`config.mk`:
```
export PLATFORM = sky130hd
export DESIGN_NAME = cic_core
export DESIGN_NICKNAME = d
export VERILOG_FILES = /design/src/rtl/cic_pkg.sv /design/src/rtl/cic_bit_timer.sv /design/src/rtl/cic_core.sv
export SDC_FILE = /design/constraint.sdc
export NUM_CORES = 1
export LEC_CHECK = 0
export BUFFER_PORTS_ARGS = -buffer_cell sky130_fd_sc_hd__clkbuf_2
export CORE_MARGIN = 2
export CORE_UTILIZATION = 58
export CTS_CLUSTER_SIZE = 16
export DETAILED_ROUTE_END_ITERATION = 7
export PLACE_DENSITY_LB_ADDON = 0.1
export SLEW_MARGIN = 20
export SYNTH_ARGS = -nofsm -noshare
export SYNTH_HDL_FRONTEND = slang
export SYNTH_SLANG_ARGS = --single-unit
```
`constraint.sdc`:
```
create_clock -name core_clk_in -period 6.4 [get_ports core_clk_in]
set_input_delay 0.64 -clock core_clk_in [delete_from_list [all_inputs] [get_ports core_clk_in]]
set_output_delay 0.64 -clock core_clk_in [all_outputs]
set_load 0.05 [all_outputs]
```
`src/rtl/cic_pkg.sv`:
```
// Constants for the interrupt code, transmit priority and bit timing block.
// Assumes a single clock domain and an APB register port.
`default_nettype none
package cic_pkg;
  localparam logic [11:0] CIC_STATUS_OFFS = 12'h000;
  localparam logic [11:0] CIC_CTRL_OFFS = 12'h004;
  localparam logic [11:0] CIC_IRQ_OFFS = 12'h008;
  localparam logic [11:0] CIC_TXPRIO_OFFS = 12'h00c;
  localparam logic [11:0] CIC_TIMING_OFFS = 12'h010;
  localparam logic [11:0] CIC_BITSTAT_OFFS = 12'h014;
  localparam logic [4:0] CIC_CODE_NONE = 5'h00;
  localparam logic [4:0] CIC_CODE_ERR = 5'h02;
  localparam logic [4:0] CIC_CODE_TX2 = 5'h04;
  localparam logic [4:0] CIC_CODE_TX1 = 5'h06;
  localparam logic [4:0] CIC_CODE_TX0 = 5'h08;
  localparam logic [4:0] CIC_CODE_RX1_LEG = 5'h0a;
  localparam logic [4:0] CIC_CODE_RX0_LEG = 5'h0c;
  localparam logic [4:0] CIC_CODE_WAKE = 5'h0e;
  localparam logic [4:0] CIC_CODE_RX0_ENH = 5'h10;
  localparam logic [4:0] CIC_CODE_RX1_ENH = 5'h11;
  localparam logic [4:0] CIC_CODE_PBUF0 = 5'h12;
  localparam logic [1:0] CIC_MODE_LEGACY = 2'h0;
  localparam logic [1:0] CIC_MODE_ENH = 2'h1;
  localparam logic [1:0] CIC_MODE_FIFO = 2'h2;
  localparam int CIC_NUM_TX = 3;
  localparam int CIC_NUM_PBUF = 6;
  localparam logic [3:0] CIC_SYNC_TQ = 4'h1;
  typedef enum logic [1:0] {
    CIC_ST_IDLE = 2'b00,
    CIC_ST_PICK = 2'b01,
    CIC_ST_SEND = 2'b10
  } cic_tx_state_t;
endpackage
`default_nettype wire

```
`src/rtl/cic_bit_timer.sv`:
```
// Bit timer: divides the clock into time quanta and walks the bit segments.
// Assumes timing fields are held stable while enable is high.
`timescale 1ns/1ps
`default_nettype none
module cic_bit_timer
(
  input wire logic core_clk_in,
  input wire logic resetn_in,
  input wire logic enable_in,
  input wire logic [5:0] prescaler_in,
  input wire logic [2:0] prop_seg_in,
  input wire logic [2:0] phase1_in,
  input wire logic [2:0] phase2_in,
  output logic sample_out,
  output logic bit_end_out
);
  logic [6:0] div_q;
  logic [4:0] tq_q;
  logic tq_tick;
  logic [4:0] bit_len;
  logic [4:0] sample_at;
  // Quantum lasts 2*(prescaler+1) clocks
  assign tq_tick = (div_q == {prescaler_in, 1'b1});
  // Nominal bit time is the sum of all four segments
  assign bit_len = 5'(cic_pkg::CIC_SYNC_TQ) + 5'(prop_seg_in) + 5'(phase1_in) + 5'(phase2_in);
  // Sampling at the end of phase 1, counted from the bit start
  assign sample_at = 5'(cic_pkg::CIC_SYNC_TQ) + 5'(prop_seg_in) + 5'(phase1_in);
  always_ff @(posedge core_clk_in or negedge resetn_in)
  begin
    if (!resetn_in)
      div_q <= 7'h00;
    else if (!enable_in || tq_tick)
      div_q <= 7'h00;
    else
      div_q <= div_q + 7'h01;
  end
  always_ff @(posedge core_clk_in or negedge resetn_in)
  begin
    if (!resetn_in)
      tq_q <= 5'h00;
    else if (!enable_in)
      tq_q <= 5'h00;
    else if (tq_tick)
      tq_q <= (tq_q + 5'h01 == bit_len) ? 5'h00 : tq_q + 5'h01;
  end
  always_ff @(posedge core_clk_in or negedge resetn_in)
  begin
    if (!resetn_in)
    begin
      sample_out <= 1'b0;
      bit_end_out <= 1'b0;
    end
    else
    begin
      sample_out <= enable_in && tq_tick && (tq_q + 5'h01 == sample_at);
      bit_end_out <= enable_in && tq_tick && (tq_q + 5'h01 == bit_len);
    end
  end
endmodule
`default_nettype wire

```
`src/rtl/cic_core.sv`:
```
// CAN interrupt code, transmit buffer selection and bit timing registers.
// Assumes APB with 32-bit data; events are one-cycle pulses from the controller.
//
// The placing of the registers and the APB register port were chosen for this implementation.
`timescale 1ns/1ps
`default_nettype none
module cic_core
#(
  parameter int NUM_TX = cic_pkg::CIC_NUM_TX,
  parameter int NUM_PBUF = cic_pkg::CIC_NUM_PBUF
)
(
  input wire logic core_clk_in,
  input wire logic resetn_in,
  input wire logic psel,
  input wire logic penable,
  input wire logic pwrite,
  input wire logic [11:0] paddr,
  input wire logic [31:0] pwdata,
  output logic [31:0] prdata,
  output logic pready,
  output logic pslverr,
  input wire logic err_evt_in,
  input wire logic wake_evt_in,
  input wire logic [1:0] rx_evt_in,
  input wire logic [NUM_TX-1:0] tx_evt_in,
  input wire logic [NUM_PBUF-1:0] pbuf_evt_in,
  input wire logic [2:0] op_mode_in,
  input wire logic bus_idle_in,
  input wire logic frame_done_in,
  output logic sof_out,
  output logic [1:0] tx_sel_out,
  output logic tx_active_out,
  output logic sample_out,
  output logic bit_end_out
);
  // Decoders and register layout are written for exactly these buffer counts
  if (NUM_TX != 3 || NUM_PBUF != 6)
  begin : g_bad_params
    $error("cic_core supports three tx and six programmable buffers only");
  end
  logic [1:0] mode_q;
  logic timer_en_q;
  logic [2*NUM_TX-1:0] tx_prio_q;
  logic [NUM_TX-1:0] tx_req_q;
  logic [5:0] brp_q;
  logic [2:0] prop_q;
  logic [2:0] ph1_q;
  logic [2:0] ph2_q;
  logic [1:0] sjw_q;
  logic err_p_q;
  logic wake_p_q;
  logic [1:0] rx_p_q;
  logic [NUM_TX-1:0] tx_p_q;
  logic [NUM_PBUF-1:0] pb_p_q;
  cic_pkg::cic_tx_state_t st_q;
  logic [1:0] sel_q;
  logic sof_q;
  logic [1:0] best_idx;
  logic best_any;
  logic [4:0] icode;
  logic wr_en;
  logic rd_en;
  logic [31:0] rd_d;
  logic addr_ok;
  logic [31:0] irq_clr;
  assign wr_en = psel && penable && pwrite;
  assign rd_en = psel && penable && !pwrite;
  assign pready = 1'b1;
  assign irq_clr = (wr_en && paddr == cic_pkg::CIC_IRQ_OFFS) ? pwdata : 32'h0;
  function automatic logic hit(input logic [11:0] a);
    hit = (a == cic_pkg::CIC_STATUS_OFFS) || (a == cic_pkg::CIC_CTRL_OFFS) ||
          (a == cic_pkg::CIC_IRQ_OFFS) || (a == cic_pkg::CIC_TXPRIO_OFFS) ||
          (a == cic_pkg::CIC_TIMING_OFFS) || (a == cic_pkg::CIC_BITSTAT_OFFS);
  endfunction
  assign addr_ok = hit(paddr);
  assign pslverr = psel && penable && !addr_ok;
  always_ff @(posedge core_clk_in or negedge resetn_in)
  begin
    if (!resetn_in)
    begin
      mode_q <= cic_pkg::CIC_MODE_LEGACY;
      timer_en_q <= 1'b0;
    end
    else if (wr_en && paddr == cic_pkg::CIC_CTRL_OFFS)
    begin
      mode_q <= (pwdata[1:0] == 2'h3) ? cic_pkg::CIC_MODE_LEGACY : pwdata[1:0];
      timer_en_q <= pwdata[4];
    end
  end
  // Requests clear themselves when the chosen buffer completes
  always_ff @(posedge core_clk_in or negedge resetn_in)
  begin
    if (!resetn_in)
    begin
      tx_prio_q <= '0;
      tx_req_q <= '0;
    end
    else
    begin
      if (wr_en && paddr == cic_pkg::CIC_TXPRIO_OFFS)
      begin
        tx_prio_q <= pwdata[2*NUM_TX-1:0];
        tx_req_q <= pwdata[8 +: NUM_TX];
      end
      else if (st_q == cic_pkg::CIC_ST_SEND && frame_done_in)
        tx_req_q[sel_q] <= 1'b0;
    end
  end
  // Fields accepted as written; ordering between segments is left to software
  always_ff @(posedge core_clk_in or negedge resetn_in)
  begin
    if (!resetn_in)
    begin
      brp_q <= 6'h00;
      prop_q <= 3'h0;
      ph1_q <= 3'h0;
      ph2_q <= 3'h0;
      sjw_q <= 2'h0;
    end
    else if (wr_en && paddr == cic_pkg::CIC_TIMING_OFFS)
    begin
      brp_q <= pwdata[5:0];
      prop_q <= pwdata[10:8];
      ph1_q <= pwdata[14:12];
      ph2_q <= pwdata[18:16];
      sjw_q <= pwdata[21:20];
    end
  end
  // Pending flags: a new event wins over a clear in the same cycle
  always_ff @(posedge core_clk_in or negedge resetn_in)
  begin
    if (!resetn_in)
    begin
      err_p_q <= 1'b0;
      wake_p_q <= 1'b0;
      rx_p_q <= '0;
      tx_p_q <= '0;
      pb_p_q <= '0;
    end
    else
    begin
      err_p_q <= err_evt_in | (err_p_q & ~irq_clr[0]);
      wake_p_q <= wake_evt_in | (wake_p_q & ~irq_clr[1]);
      rx_p_q <= rx_evt_in | (rx_p_q & ~irq_clr[3:2]);
      tx_p_q <= tx_evt_in | (tx_p_q & ~irq_clr[4 +: NUM_TX]);
      pb_p_q <= pbuf_evt_in | (pb_p_q & ~irq_clr[8 +: NUM_PBUF]);
    end
  end
  // Source code, in priority order; rx1 leads rx0 only in legacy mode
  always_comb
  begin
    icode = cic_pkg::CIC_CODE_NONE;
    if (err_p_q)
      icode = cic_pkg::CIC_CODE_ERR;
    else if (wake_p_q && mode_q != cic_pkg::CIC_MODE_LEGACY)
      icode = cic_pkg::CIC_CODE_WAKE;
    else if (wake_p_q)
      icode = cic_pkg::CIC_CODE_ERR;
    else if (tx_p_q[2])
      icode = cic_pkg::CIC_CODE_TX2;
    else if (tx_p_q[1])
      icode = cic_pkg::CIC_CODE_TX1;
    else if (tx_p_q[0])
      icode = cic_pkg::CIC_CODE_TX0;
    else if (rx_p_q[1] && mode_q == cic_pkg::CIC_MODE_LEGACY)
      icode = cic_pkg::CIC_CODE_RX1_LEG;
    else if (rx_p_q[0] && mode_q == cic_pkg::CIC_MODE_LEGACY)
      icode = cic_pkg::CIC_CODE_RX0_LEG;
    else if (rx_p_q[0])
      icode = cic_pkg::CIC_CODE_RX0_ENH;
    else if (rx_p_q[1])
      icode = (mode_q == cic_pkg::CIC_MODE_FIFO) ? cic_pkg::CIC_CODE_RX0_ENH : cic_pkg::CIC_CODE_RX1_ENH;
    else
    begin
      for (int i = NUM_PBUF - 1; i >= 0; i--)
      begin
        if (pb_p_q[i] && mode_q != cic_pkg::CIC_MODE_LEGACY)
          icode = cic_pkg::CIC_CODE_PBUF0 + 5'(i);
      end
    end
  end
  // Only the priority field and index decide; identifiers are never looked at
  always_comb
  begin
    best_idx = 2'h0;
    best_any = 1'b0;
    for (int i = 0; i < NUM_TX; i++)
    begin
      // Later index wins ties through >=
      if (tx_req_q[i] && (!best_any || tx_prio_q[2*i +: 2] >= tx_prio_q[2*best_idx +: 2]))
      begin
        best_idx = 2'(i);
        best_any = 1'b1;
      end
    end
  end
  always_ff @(posedge core_clk_in or negedge resetn_in)
  begin
    if (!resetn_in)
    begin
      st_q <= cic_pkg::CIC_ST_IDLE;
      sel_q <= 2'h0;
      sof_q <= 1'b0;
    end
    else
    begin
      sof_q <= 1'b0;
      case (st_q)
        cic_pkg::CIC_ST_IDLE:
          if (best_any && bus_idle_in)
            st_q <= cic_pkg::CIC_ST_PICK;
        cic_pkg::CIC_ST_PICK:
        begin
          // Comparison repeated right before start of frame, so late queue changes count
          if (best_any)
          begin
            sel_q <= best_idx;
            sof_q <= 1'b1;
            st_q <= cic_pkg::CIC_ST_SEND;
          end
          else
            st_q <= cic_pkg::CIC_ST_IDLE;
        end
        cic_pkg::CIC_ST_SEND:
          if (frame_done_in)
            st_q <= cic_pkg::CIC_ST_IDLE;
        default:
          st_q <= cic_pkg::CIC_ST_IDLE;
      endcase
    end
  end
  assign sof_out = sof_q;
  assign tx_sel_out = sel_q;
  assign tx_active_out = (st_q == cic_pkg::CIC_ST_SEND);
  always_comb
  begin
    rd_d = 32'h0;
    case (paddr)
      cic_pkg::CIC_STATUS_OFFS:
        // Legacy code keeps bits 3:1 in place, with bits 4 and 0 zero
        rd_d = (mode_q == cic_pkg::CIC_MODE_LEGACY) ? {24'h0, op_mode_in, 1'b0, icode[3:1], 1'b0}
                                                   : {24'h0, op_mode_in, icode};
      cic_pkg::CIC_CTRL_OFFS:
        rd_d = {27'h0, timer_en_q, 2'h0, mode_q};
      cic_pkg::CIC_IRQ_OFFS:
        rd_d = {18'h0, pb_p_q, 1'b0, tx_p_q, rx_p_q, wake_p_q, err_p_q};
      cic_pkg::CIC_TXPRIO_OFFS:
        rd_d = {21'h0, tx_req_q, 2'h0, tx_prio_q};
      cic_pkg::CIC_TIMING_OFFS:
        rd_d = {10'h0, sjw_q, 1'b0, ph2_q, 1'b0, ph1_q, 1'b0, prop_q, 2'h0, brp_q};
      cic_pkg::CIC_BITSTAT_OFFS:
        rd_d = {25'h0, tx_active_out, 2'h0, sel_q, 2'h0};
      default:
        rd_d = 32'h0;
    endcase
  end
  always_ff @(posedge core_clk_in or negedge resetn_in)
  begin
    if (!resetn_in)
      prdata <= 32'h0;
    else if (psel && !penable && !pwrite)
      prdata <= rd_d;
  end
  cic_bit_timer u_timer
  (
    .core_clk_in(core_clk_in),
    .resetn_in(resetn_in),
    .enable_in(timer_en_q),
    .prescaler_in(brp_q),
    .prop_seg_in(prop_q),
    .phase1_in(ph1_q),
    .phase2_in(ph2_q),
    .sample_out(sample_out),
    .bit_end_out(bit_end_out)
  );
endmodule
`default_nettype wire

```
# Word-level counts from Yosys, hierarchy flattened
# Index checks and enable logic that the tools add are counted.
# op_classes
add_sub_neg	5
magnitude_cmp	4
eq_ne	15
shifts	1
mux	40
bitwise	17
reduce_logical	47
# ops
cell	n
22-bit one-hot mux with 6 select lines	1
5-bit 2-to-1 mux	20
1-bit logical AND	26
12-bit by 4-bit == test with 1-bit output, second input constant	2
12-bit by 5-bit == test with 1-bit output, second input constant	2
14-bit 2-to-1 mux	1
12-bit by 3-bit == test with 1-bit output, second input constant	1
12-bit zero test	1
5-bit by 3-bit adder with 5-bit output	2
5-bit == test	2
2-bit 2-to-1 mux	5
1-bit logical OR	8
1-bit 2-to-1 mux	8
7-bit by 1-bit adder with 7-bit output, second input constant	1
7-bit == test	1
7-bit 2-to-1 mux	1
3-bit bitwise AND	2
6-bit bitwise AND	1
2-bit == test, second input constant	3
1-bit zero test	6
3-bit 2-to-1 mux	2
3-bit inverter	2
6-bit inverter	1
6-bit OR	1
other kinds (21)	29
# word_totals
register_bits	93
elab_cells	151

# Longest topological paths before layout
# Gate-level depths: netlist (run 1).
# logic_depth
depth_word	20
mapped_depth	13
depth_no_buf	13

# Hierarchy
# Synthesis (run 1) repeated with hierarchy kept, for this count alone.
# hier_totals
hier_cells	429
hier_area_um2	4647.0
# modules_own_cells
module	instances	cells_per_inst	area_each_um2	seq_area_each_um2
cic_core	1	316	3554.7	1676.6
cic_bit_timer	1	113	1092.3	350.3

# Worst setup path before layout (run 1)
# Ideal clock, no wire load.
# synth_path
path_type	reg-to-reg
startpoint	register prop_q[0]
endpoint	register u_timer.tq_q[1]
setup_ps	141
arrival_ps	2721
t_required_ps	6259
path_slack_ps	3538
stages_incl_launch_ff	11
n_path_buf	0
path_cell_list	dfrtp_1 > ha_1 > inv_1 > fa_1 > xnor2_1 > ha_1 > a21o_1 > a211o_1 > o211a_1 > nor4_2 > o21ai_0
# synth_between
elab_chain_cells	7
# synth_rtl
item	line	rtl
start, declared	cic_core.sv:47	logic [2:0] prop_q;
start signal, assigned	cic_core.sv:124	prop_q <= pwdata[10:8];
1-bit by 3-bit adder with 4-bit output	cic_bit_timer.sv:25	assign bit_len = 5'(cic_pkg::CIC_SYNC_TQ) + 5'(prop_seg_in) + 5'(phase1_in) + 5'(phase2_in);
5-bit by 3-bit adder with 5-bit output (2 in a row)	cic_bit_timer.sv:25	
5-bit == test	cic_bit_timer.sv:44	tq_q <= (tq_q + 5'h01 == bit_len) ? 5'h00 : tq_q + 5'h01;
5-bit 2-to-1 mux	cic_bit_timer.sv:44	
5-bit 2-to-1 mux	cic_bit_timer.sv:43	else if (tq_tick)
5-bit 2-to-1 mux	cic_bit_timer.sv:41	else if (!enable_in)
end signal, assigned	cic_bit_timer.sv:44	
end, declared	cic_bit_timer.sv:18	logic [4:0] tq_q;
# Every way passes these cells. The select of a mux whose other input is x is not followed.
# A chain may end at the register's enable or synchronous reset.

# Final worst setup path (run 1)
# layout_path
startpoint	register prop_q[0]
endpoint	register u_timer.tq_q[4]
# The elaborated chain is that of the path after synthesis.

==> results of run 1 <==
final cells by class:
| class | instances | area (um^2) | area share, % |
|---|---|---|---|
| Multi-Input combinational cell | 336 | 2240 | 43.8 |
| Sequential cell | 81 | 2030 | 39.6 |
| Timing Repair Buffer | 82 | 422 | 8.24 |
| Clock buffer | 12 | 155 | 3.03 |
| Tap cell | 99 | 124 | 2.42 |
| Inverter | 20 | 75.1 | 1.47 |
| Clock inverter | 4 | 73.8 | 1.44 |
worst paths after layout:
| path | from | end | slack (ns) |
|---|---|---|---|
| min reg2reg | st_q[1]$_DFFE_PN0P_ | st_q[0]$_DFFE_PN0P_ | 0.47 |
| min | resetn_in | tx_p_q[2]$_DFF_PN0_ | 0.31 |
| max in group asynchronous | resetn_in | sof_out$_DFF_PN0_ | 5.59 |
| max reg2reg | prop_q[0]$_DFFE_PN0P_ | u_timer.tq_q[4]$_DFFE_PN0N_ | 3.18 |
| max | prop_q[0]$_DFFE_PN0P_ | u_timer.tq_q[4]$_DFFE_PN0N_ | 3.18 |
| min in group core_clk_in | tx_evt_in[0] | tx_p_q[0]$_DFF_PN0_ | 0.47 |
worst reg2reg max path: stages (launching register included):
cell and delay [ns]:
dfrtp_1 0.42, ha_1 0.32, inv_1 0.06, fa_1 0.42
xnor2_1 0.25, ha_1 0.32, a21o_1 0.19, a211o_1 0.29
o211a_1 0.13, nor4_2 0.50, o21ai_0 0.19
layout by cell type, fill, tap and decap left out, types with 11 or more instances in the layout:
master,netlist,final
ha_1,13,13
clkbuf_2,0,79
nor2_1,25,25
inv_1,20,20
dfrtp_1,81,81
conb_1,2,13
nand2_1,60,60
a21o_1,16,16
xor2_1,11,11
xnor2_1,16,16
clkbuf_8,0,11
nand3_1,16,16
mux2_2,22,22
o21ai_0,42,42
nor3_1,11,11
a21oi_1,11,11
routing by layer:
layer / GRT usage, % / vias to the layer above
li1: - / 1737
met1: 36.7 / 1709
met2: 39.4 / 107
met3: 4.93 / 13
met4: 7.46 / 0
met5: 0 / -
power groups by stage:
stage	Sequential, uW	Combinational (uW)	Clock, uW
finish	512	62.1	421
global route	512	68.0	455
CTS	512	62.4	430
detailed placement	522	62.3	0
global placement	522	61.5	0
floorplan	522	34.9	0
sequential cells by signal (all words and copies together), names as in the netlist, 5 cells and up:
signal,count
pb_p_q,6
brp_q,6
prdata,20
u_timer.div_q,7
u_timer.tq_q,5
tx_prio_q,6
metrics by stage:
stage	hold WS, ns	total power [uW]	utilization, %	setup slack [ns]
2_1_floorplan	0.344	557	-	3.54
3_3_place_gp	0.435	584	66.3	3.18
3_5_place_dp	0.462	584	66.3	3.17
4_1_cts	0.462	1000	69.4	3.14
5_1_grt	0.370	1040	69.5	2.87
6_report	0.307	995	69.5	3.18
cell families after synthesis:
group	Yosys count	share of synthesized area, %
and+or+nand+nor	150	17.2
AOI/OAI and AO/OA	106	15.7
DFF	81	45.4
buffers and inverters	50	5.49
xor gates and xnor gates	27	5.30
muxes	25	6.22
adders and majority gates	15	4.54
other	2	0.168
==> impl_results.md, run 1 <==
* Outcome: complete, no violations
* Async S/R FF share, synth at 100%
* WL met2 at 4710 um
* Most frequent cell after synthesis: dfrtp_1
* FP Rows at 31
* Placer Congestion at approximately 0.86
* Crit. path cell count at 10
* Total setup buffers inserted after CTS at 0
* Core ar. at between 7000 and 8000 um^2
* Final Cell Area at 5120 um^2
* Clock Pin Slew Worst Setup and Hold Paths at approximately 0.080 ns
* Vias/cell at 5.62
* Layout area overhead at 14.7%
* Post-CTS resize count at 0
* Gate Count Post-Synth at 456
* CTS Sinks at 81
* Sequential fraction of the synthesis area at 45.4%
* Number of global-route vias before repair at 3491
* WS Path Type: reg2reg
* Peak supply drop at around 0.12 mV
* Routed WL at 10000 um
* DRT met1 WL at 4690 um
* RSZ-0062 raised after global routing: false
* Slowest cell on crit path: nor4_2
* Io pins at 107
* Crit. End Element: flip-flop
* IO buf count at 80
* Synth area leaders: dfrtp_1, mux2_2, nand2_1
* H-tree levels at 3
* Crit path cell chain: ha_1 -> inv_1 -> fa_1 -> xnor2_1 -> ha_1 -> a21o_1 -> a211o_1 -> o211a_1 -> nor4_2 -> o21ai_0
* Post-Place Cells at between 600 and 700
* Nature of the critical path startpoint: flip-flop
* Overall routing resource usage at 25.5%
* Largest net degree at the start of global routing at 82
* Setup TNS at 0 ns
* Fin cells at 634
* Max_slew headroom at 34.4%
* DR top layer: met4
* CTS Hold Bufs at 0
* Leakage power at 0.00245 uW
* Die area at 8410 um^2
* Mean Syn Cell Area at 9.79 um^2
* CTS tree: yes
* Sequential fraction of design power at between 50% and 60%
* Maximum clock path buffer count at 2
* Power Density at 194 nW/um^2
* NetSw at 225 uW
* Congestion Overflow GR at 0
* Switching fraction of total power at 22.6%
* Synth top area share at 45.4%
* Final clock skew at 0.00878 ns
* Layout cells sized above 1 at 24.1%
* Most common cell on crit path: ha_1
* Max Clk Rate at between 0.3 and 0.4 GHz
* DP HPWL at between 7000 and 8000 um
* Skew-Pair Late Insertion Delay at 0.35 ns
* Slew Limit Fails at 0
* Max-cap violations at 0
* Drt initial violations at 179
* Inserted Diodes at 0
* Top post-synthesis cells by count: dfrtp_1, nand2_1, o21ai_0
* Fill cells at about 620
* CP bufs+invs at 1
* Vias at around 3600
* Period utilization at 50.3%
* Reg2Reg Depth at 10
* Number of flops mapped to enable cells by yosys at 0
* Final min period at 3.22 ns
* Initial antenna violation count at 0
* Routed Antenna Nets at 0
* DR pass1 iterations at 6
* Critical Path RT at around 6.6 ns
* Metal3 WL at roughly 500 um
* Cell internal pwr at between 700 and 800 uW
* Yosys reg bits at 81
* First-pass GRT wire length at 16900 um
* CP top delay family: adder cells
* WP data arrival at 3.43 ns
* Clock root cell: clkbuf_8
* Die Ht at 91.7 um
* Max incr delay on CP at approximately 0.5 ns
* Mapped Area at 4460 um^2
* Ys flop type: dfrtp_1
* Final setup viols at 0
* Placement Cell Area at 4880 um^2
* Cell variety after synth at 56
* Transition time of the tightest slew-check pin at 0.983 ns
* CTS Buf Count at 9
* Ys Warns at 0
* Comb pwr share at 6.2%
* Yosys top cell by area: dfrtp_1
* DR WL/cell at 15.8 um
* Residual DRC count at 0
* HP Class: in2async
* Critical path peak fanout at 6
* Clk network pwr share at 42.3%
* Die W at 91.7 um
* Final Hold Violating Endpoints at 0
* Starting density of the core at 60.6%
* Fin nets at 612
Note: power is estimated with default switching activity, not from simulation.
==> run 2, diff against run 1 <==
--- a/config.mk
+++ b/config.mk
@@ -5,9 +5,10 @@
 export SDC_FILE = /design/constraint.sdc
 export NUM_CORES = 1
 export LEC_CHECK = 0
+export ABC_AREA = 1
 export BUFFER_PORTS_ARGS = -buffer_cell sky130_fd_sc_hd__clkbuf_2
 export CORE_MARGIN = 2
-export CORE_UTILIZATION = 58
+export CORE_UTILIZATION = 55
 export CTS_CLUSTER_SIZE = 16
 export DETAILED_ROUTE_END_ITERATION = 7
 export PLACE_DENSITY_LB_ADDON = 0.1
==> constraint.sdc (replaced) <==
create_clock -name core_clk_in -period 3.1 [get_ports core_clk_in]
set_input_delay 0.31 -clock core_clk_in [delete_from_list [all_inputs] [get_ports core_clk_in]]
set_output_delay 0.31 -clock core_clk_in [all_outputs]
set_load 0.05 [all_outputs]
==> run 2 against run 1 <==
  * The flow now finishes with violations (negative hold slack)
  * Combinational power increased to 4.5 times the previous value
  * Core utilization shrank 4.2 points
  * Synthesized cell count rose by 36%
  * Sequential share of layout area down 2.0 points
==> impl_results.md, run 2 <==
* Max_slew headroom at 50.5%
* Skew-Pair Late Insertion Delay at approximately 0.35 ns
* Layout area overhead at 14.3%
* Top post-synthesis cells by count: nand2_1, inv_1, dfrtp_1
* RSZ-0062 raised after global routing: false
* Hold Slack at -0.0294 ns
* Reg with most FFs: prdata
* Final Cell Area at 5390 um^2
* Vias/cell at around 5.3
* Max reg flops at 20
* Routed Antenna Nets at 0
* Leakage power at 0.00294 uW
* Fin nets at 783
* Crit. End Element: flip-flop
* Final Hold Violating Endpoints at 27
* DP HPWL at 8700 um
* Critical path peak fanout at 6
* Switching fraction of total power at 28.8%
* Sequential fraction of design power at approximately half
* Peak supply drop at 0.265 mV
* Overall routing resource usage at 25.9%
* WP data arrival at 3.18 ns
* WS Path Type: reg2reg
* Slew Limit Fails at 0
* Period utilization at a little over nine tenths
* Die area at 9330 um^2
* Transition time of the tightest slew-check pin at about 0.74 ns
* Comb pwr share at between 10 and 15%
* CTS tree: yes
* Number of global-route vias before repair at 3877
* Mean Syn Cell Area at ~7.6 um^2
* Drt initial violations at 321
* Synth area leaders: dfrtp_1, nand2_1, inv_1
* CTS Buf Count at 9
* DR pass1 iterations at 5
* Max-cap violations at 0
* IO buf count at 80
* Starting density of the core at 57.1%
* Power Density at about 400 nW/um^2
* Number of flops mapped to enable cells by yosys at 0
* Initial antenna violation count at 0
* Placement Cell Area at between 5000 and 6000 um^2
* Cell internal pwr at 1550 uW
* Sequential fraction of the synthesis area at between 40% and 50%
* Die Ht at ~97 um
* Fill cells at 727
* Final setup viols at 0
* Largest net degree at the start of global routing at 82
* Failing checks: negative hold slack
* Residual DRC count at 0
* Max Clk Rate at around 0.34 GHz
* Critical Path RT at 3.35 ns
* Vias at 4313
* Yosys reg bits at 81
* Maximum clock path buffer count at 2
* Final core utilization at 65.3%
* Congestion Overflow GR at 0
* FP Rows at 33
* Pwr Total at 2180 uW
* Layout cells sized above 1 at 16.9%
* Gate Count Post-Synth at 620
* Mapped Area at between 4000 and 5000 um^2
* Nature of the critical path startpoint: flip-flop
* Clock root cell: clkbuf_8
* Multi-input gate area at around 2300 um^2
* Placer Congestion at ~0.94
* Final clock skew at 0.0101 ns
* Core ar. at 8260 um^2
* Io pins at approximately 110
* Routed WL at 11500 um
* Ys Warns at 0
* HP Class: in2async
* Total area of sequential cells at approximately 2000 um^2
* Clock Pin Slew Worst Setup and Hold Paths at 0.09 ns
* Yosys top cell by area: dfrtp_1
* H-tree levels at 3
* Inserted Diodes at 0
* CTS Hold Bufs at 0
* Setup TNS at 0 ns
* Commonest non-fill, non-tap cells in the layout: nand2_1, inv_1, dfrtp_1, clkbuf_2, nor2_1
* Most frequent cell after synthesis: nand2_1
* DR WL/cell at approximately 14 um
* Outcome: finished with violations
* Clk network pwr share at about 37%
* Die W at 96.6 um
* Most common cell after layout, fill and taps aside: nand2_1
* Async S/R FF share, synth at 100%
* Ys flop type: dfrtp_1
* Cell variety after synth at 41
* Final min period at 2.93 ns
* CTS Sinks at 81
* First-pass GRT wire length at around 18000 um
* Synth top area share at 43.0%
* Top Registers: prdata (20), u_timer.div_q (7)
* NetSw at 627 uW
run 2: critical path, stage by stage (launching register included):
cell and delay (ns):
dfrtp_2 0.45, ha_1 0.32, inv_1 0.06, fa_1 0.43
or2_1 0.27, nand2_1 0.10, inv_1 0.09, ha_4 0.30
inv_1 0.04, o21ai_0 0.15, nand3_1 0.12, a21oi_1 0.19
nand3_2 0.16, nand2_1 0.11, nand2_1 0.05
run 2: routing by layer:
layer | share of wire (%) | vias to the layer above | routed length [um] | GRT usage (%)
li1 | - | 2131 | - | -
met1 | 45 | 1992 | 5160 | 35.6
met2 | 46 | 164 | 5320 | 42.4
met3 | 6.3 | 26 | 724 | 3.41
met4 | 2.2 | 0 | 252 | 8.69
met5 | 0 | - | 0 | 0
run 2: logic make-up (layout without fill, tap and decap cells):
| group | Yosys count | after routing | share of synthesized area [%] |
|---|---|---|---|
| AOI/OAI and AO/OA | 104 | 104 | 12.8 |
| other | 2 | 13 | 0.159 |
| DFF | 81 | 81 | 43.0 |
| xor gates and xnor gates | 12 | 12 | 2.23 |
| and+or+nand+nor | 289 | 289 | 26.9 |
| adders and majority gates | 15 | 15 | 4.30 |
| buffers and inverters | 117 | 192 | 10.6 |
run 2: path summary, 6_finish.rpt:
kind	depth (start not counted)	endpoint	start	slack, ns
max reg2reg	14	u_timer.tq_q[0]$_DFFE_PN0N_	prop_q[0]$_DFFE_PN0P_	0.17
min in group core_clk_in	2	tx_p_q[2]$_DFF_PN0_	tx_evt_in[2]	0.13
max in group asynchronous	1	rx_p_q[0]$_DFF_PN0_	resetn_in	2.59
max	14	u_timer.tq_q[0]$_DFFE_PN0N_	prop_q[0]$_DFFE_PN0P_	0.17
min reg2reg	1	sof_out$_DFF_PN0_	st_q[1]$_DFFE_PN0P_	0.46
min	1	prdata[6]$_DFFE_PN0P_	resetn_in	-0.03
run 2: repair_timing:
item / CTS / global route
gates resized for setup: 0 / 4
endpoints found under the setup margin: 0 / 6
buffers inserted: 0 / 0
run 2: cell type report:
class | count | area share [%]
Inverter | 94 | 6.55
Multi-Input combinational cell | 433 | 41.8
Clock buffer | 10 | 2.55
Sequential cell | 81 | 37.6
Tap cell | 105 | 2.44
Timing Repair Buffer | 82 | 7.82
Clock inverter | 6 | 1.23
run 2: stage by stage:
step                cells  hold slack (ns)  setup slack [ns]
floorplan             631           0.0144             0.466
global placement      795            0.429             0.274
detailed placement    795            0.449             0.142
CTS                   811            0.130            0.0647
global route          811           0.0510            0.0331
finish                811          -0.0294             0.167
run 2: power groups by stage:
stage | Sequential (uW) | Combinational (uW) | Clock (uW)
after floorplan | 1150 | 162 | 0
after global placement | 1120 | 277 | 0
after detailed placement | 1130 | 280 | 0
after CTS | 1100 | 282 | 814
after global routing | 1110 | 312 | 858
final | 1100 | 280 | 795
==> run 3, diff against run 2 <==
--- a/config.mk
+++ b/config.mk
@@ -8,7 +8,7 @@
 export ABC_AREA = 1
 export BUFFER_PORTS_ARGS = -buffer_cell sky130_fd_sc_hd__clkbuf_2
 export CORE_MARGIN = 2
-export CORE_UTILIZATION = 55
+export CORE_UTILIZATION = 59
 export CTS_CLUSTER_SIZE = 16
 export DETAILED_ROUTE_END_ITERATION = 7
 export PLACE_DENSITY_LB_ADDON = 0.1
==> constraint.sdc (replaced) <==
create_clock -name core_clk_in -period 3.6 [get_ports core_clk_in]
set_input_delay 0.36 -clock core_clk_in [delete_from_list [all_inputs] [get_ports core_clk_in]]
set_output_delay 0.36 -clock core_clk_in [all_outputs]
set_load 0.05 [all_outputs]
==> run 3 against run 2 <==
  * The run still ends with negative hold slack left
  * Non-clock buffer count is 1 lower
  * Combinational power down 14%
  * Sequential power shrank 14%
  * Clock power shrank 13%
  * Flip-flop and latch count unchanged
  * Global-route usage rose by 1.8 points
  * Cell area fell by 0.65%
  * Register-to-register slack gained 0.44 ns
  * Via count rose by 0.32%
  * Clock skew increased by 0.0034 ns
  * Die area down 6.5%
  * Setup slack improved by 0.44 ns
==> impl_results.md, run 3 (synthesis gave the netlist of run 2 again) <==
* Max reg flops at 20
* Multi-input gate area at 2230 um^2
* Nature of the critical path startpoint: flip-flop
* Clock Pin Slew Worst Setup and Hold Paths at 0.09 ns
* Number of global-route vias before repair at between 4000 and 5000
* H-tree levels at 3
* Residual DRC count at 0
* Outcome: finished with violations
* FP Rows at 32
* Crit. End Element: flip-flop
* CTS Hold Bufs at 0
* Skew-Pair Late Insertion Delay at about 0.37 ns
* Most common cell after layout, fill and taps aside: nand2_1
* Routed WL at 11600 um
* FF-to-FF Start: prop_q[0]$_DFFE_PN0P_
* Peak supply drop at 0.299 mV
* Placer Congestion at 0.896
* DP HPWL at 8690 um
* First-pass GRT wire length at 18800 um
* Inserted Diodes at 0
* Power Density at about 350 nW/um^2
* Final clock skew at 0.0135 ns
* DR WL/cell at 14.4 um
* Critical Path RT at about 3.9 ns
* Drt initial violations at 245
* Initial antenna violation count at 0
* Transition time of the tightest slew-check pin at 0.847 ns
* Total setup buffers inserted after CTS at 0
* Failing checks: negative hold slack
* Fill cells at about 660
* Congestion Overflow GR at 0
* Total area of sequential cells at 2030 um^2
* Die Ht at around 93 um
* Reg-to-Reg End: u_timer.tq_q[3]$_DFFE_PN0N_
* Final min period at 2.99 ns
* Starting density of the core at 61.0%
* Slew Limit Fails at 0
* Max-cap violations at 0
* Routed Antenna Nets at 0
* Layout cells sized above 1 at ~16%
* Fin cells at 807
* Io pins at between 100 and 150
* Fin nets at 782
* RSZ-0062 raised after global routing: false
* Period utilization at 83.1%
* Reg with most FFs: prdata
* Die area at about 8700 um^2
* CTS tree: yes
* Vias/cell at 5.36
* Largest net degree at the start of global routing at 82
* Reg2reg setup slack at just over 0.6 ns
* Setup TNS at 0 ns
* Max_slew headroom at a little over two fifths
* Die W at 93.4 um
* Max Clk Rate at around 0.33 GHz
* Commonest non-fill, non-tap cells in the layout: nand2_1, inv_1, dfrtp_1, clkbuf_2, nor2_1
* Layout area overhead at 13.6%
* DR pass1 iterations at 6
* Reg2Reg Depth at 14
* IO buf count at 80
* Vias at about 4300
* Post-CTS resize count at 0
* Overall routing resource usage at 27.7%
* Hold Slack at -0.00248 ns
* CTS Sinks at about 80
* Post-Place Cells at around 790
* Top Registers: prdata (20), u_timer.div_q (7)
* HP Class: in2async
* Critical path peak fanout at 6
* Clock root cell: clkbuf_8
* Leakage power at 0.00293 uW
* WS Path Type: reg2reg
* Final Hold Violating Endpoints at 1
* WP data arrival at around 3.3 ns
* CTS Buf Count at 9
* Maximum clock path buffer count at 2
* Final setup viols at 0
* Core ar. at 7730 um^2
## run 3: cell types whose count changed in the layout (fill, tap and decap cells not counted)
cell        previous run  this run
clkinvlp_4             0         2
a31oi_1                1         2
a31oi_2                1         0
buf_4                  2         1
clkinv_2               2         1
dfrtp_1               80        81
dfrtp_2                1         0
ha_1                  12        13
ha_4                   1         0
inv_6                  1         0
nand3_1               28        29
nand3_2                1         0
## run 3: area by class of cell
class,instances,area share [%]
clock inverters,6,1.26
flip-flops and latches,81,37.9
well taps,102,2.38
repair buffers,81,7.74
clock buffers,10,2.57
inverters,94,6.59
multi-input cells,433,41.6
## run 3: stage by stage
step	instance area [um^2]	setup slack, ns	util [%]	total power (uW)
2_1_floorplan	4750	0.966	-	1130
3_3_place_gp	5140	0.755	66.6	1200
3_5_place_dp	5140	0.696	66.6	1210
4_1_cts	5350	0.656	69.2	1890
5_1_grt	5350	0.407	69.3	1950
6_report	5350	0.610	69.3	1890
## run 3: worst max-delay path: stages, from the launching register on
cell and delay [ns]:
dfrtp_1 0.45, ha_1 0.33, inv_1 0.05, fa_1 0.40, or2_1 0.26, nand2_1 0.09, inv_1 0.06, ha_1 0.34
inv_1 0.06, o21ai_0 0.16, nand3_1 0.13, a21oi_1 0.16, nand3_1 0.22, nand2_1 0.13, nand2_1 0.05
## run 3: routing by layer
metal / up-vias / track usage (%) / part of all wire (%)
met5: - / 0 / 0
met4: 0 / 11.4 / 2.5
met3: 29 / 4.67 / 7.7
met2: 185 / 45.0 / 46
met1: 1992 / 36.9 / 44
li1: 2121 / - / -
## run 3: worst max-delay path by stage
| stage | startpoint | end | depth (start not counted) |
|---|---|---|---|
| 3_5_place_dp | prop_q[0]$_DFFE_PN0P_ | u_timer.tq_q[3]$_DFFE_PN0N_ | 14 |
| 4_1_cts | prop_q[0]$_DFFE_PN0P_ | u_timer.tq_q[3]$_DFFE_PN0N_ | 14 |
| 6_report | prop_q[0]$_DFFE_PN0P_ | u_timer.tq_q[3]$_DFFE_PN0N_ | 14 |
| 5_1_grt | prop_q[0]$_DFFE_PN0P_ | u_timer.tq_q[0]$_DFFE_PN0N_ | 14 |
| 2_1_floorplan | prop_q[0]$_DFFE_PN0P_ | u_timer.tq_q[0]$_DFFE_PN0N_ | 14 |
| 3_3_place_gp | prop_q[0]$_DFFE_PN0P_ | u_timer.tq_q[0]$_DFFE_PN0N_ | 14 |
## run 3: where the power goes
part | switching (uW) | internal (uW) | total, uW
registers | 17.0 | 934 | 951
logic | 182 | 59.7 | 242
clock network | 353 | 340 | 694
total | 553 | 1330 | 1890
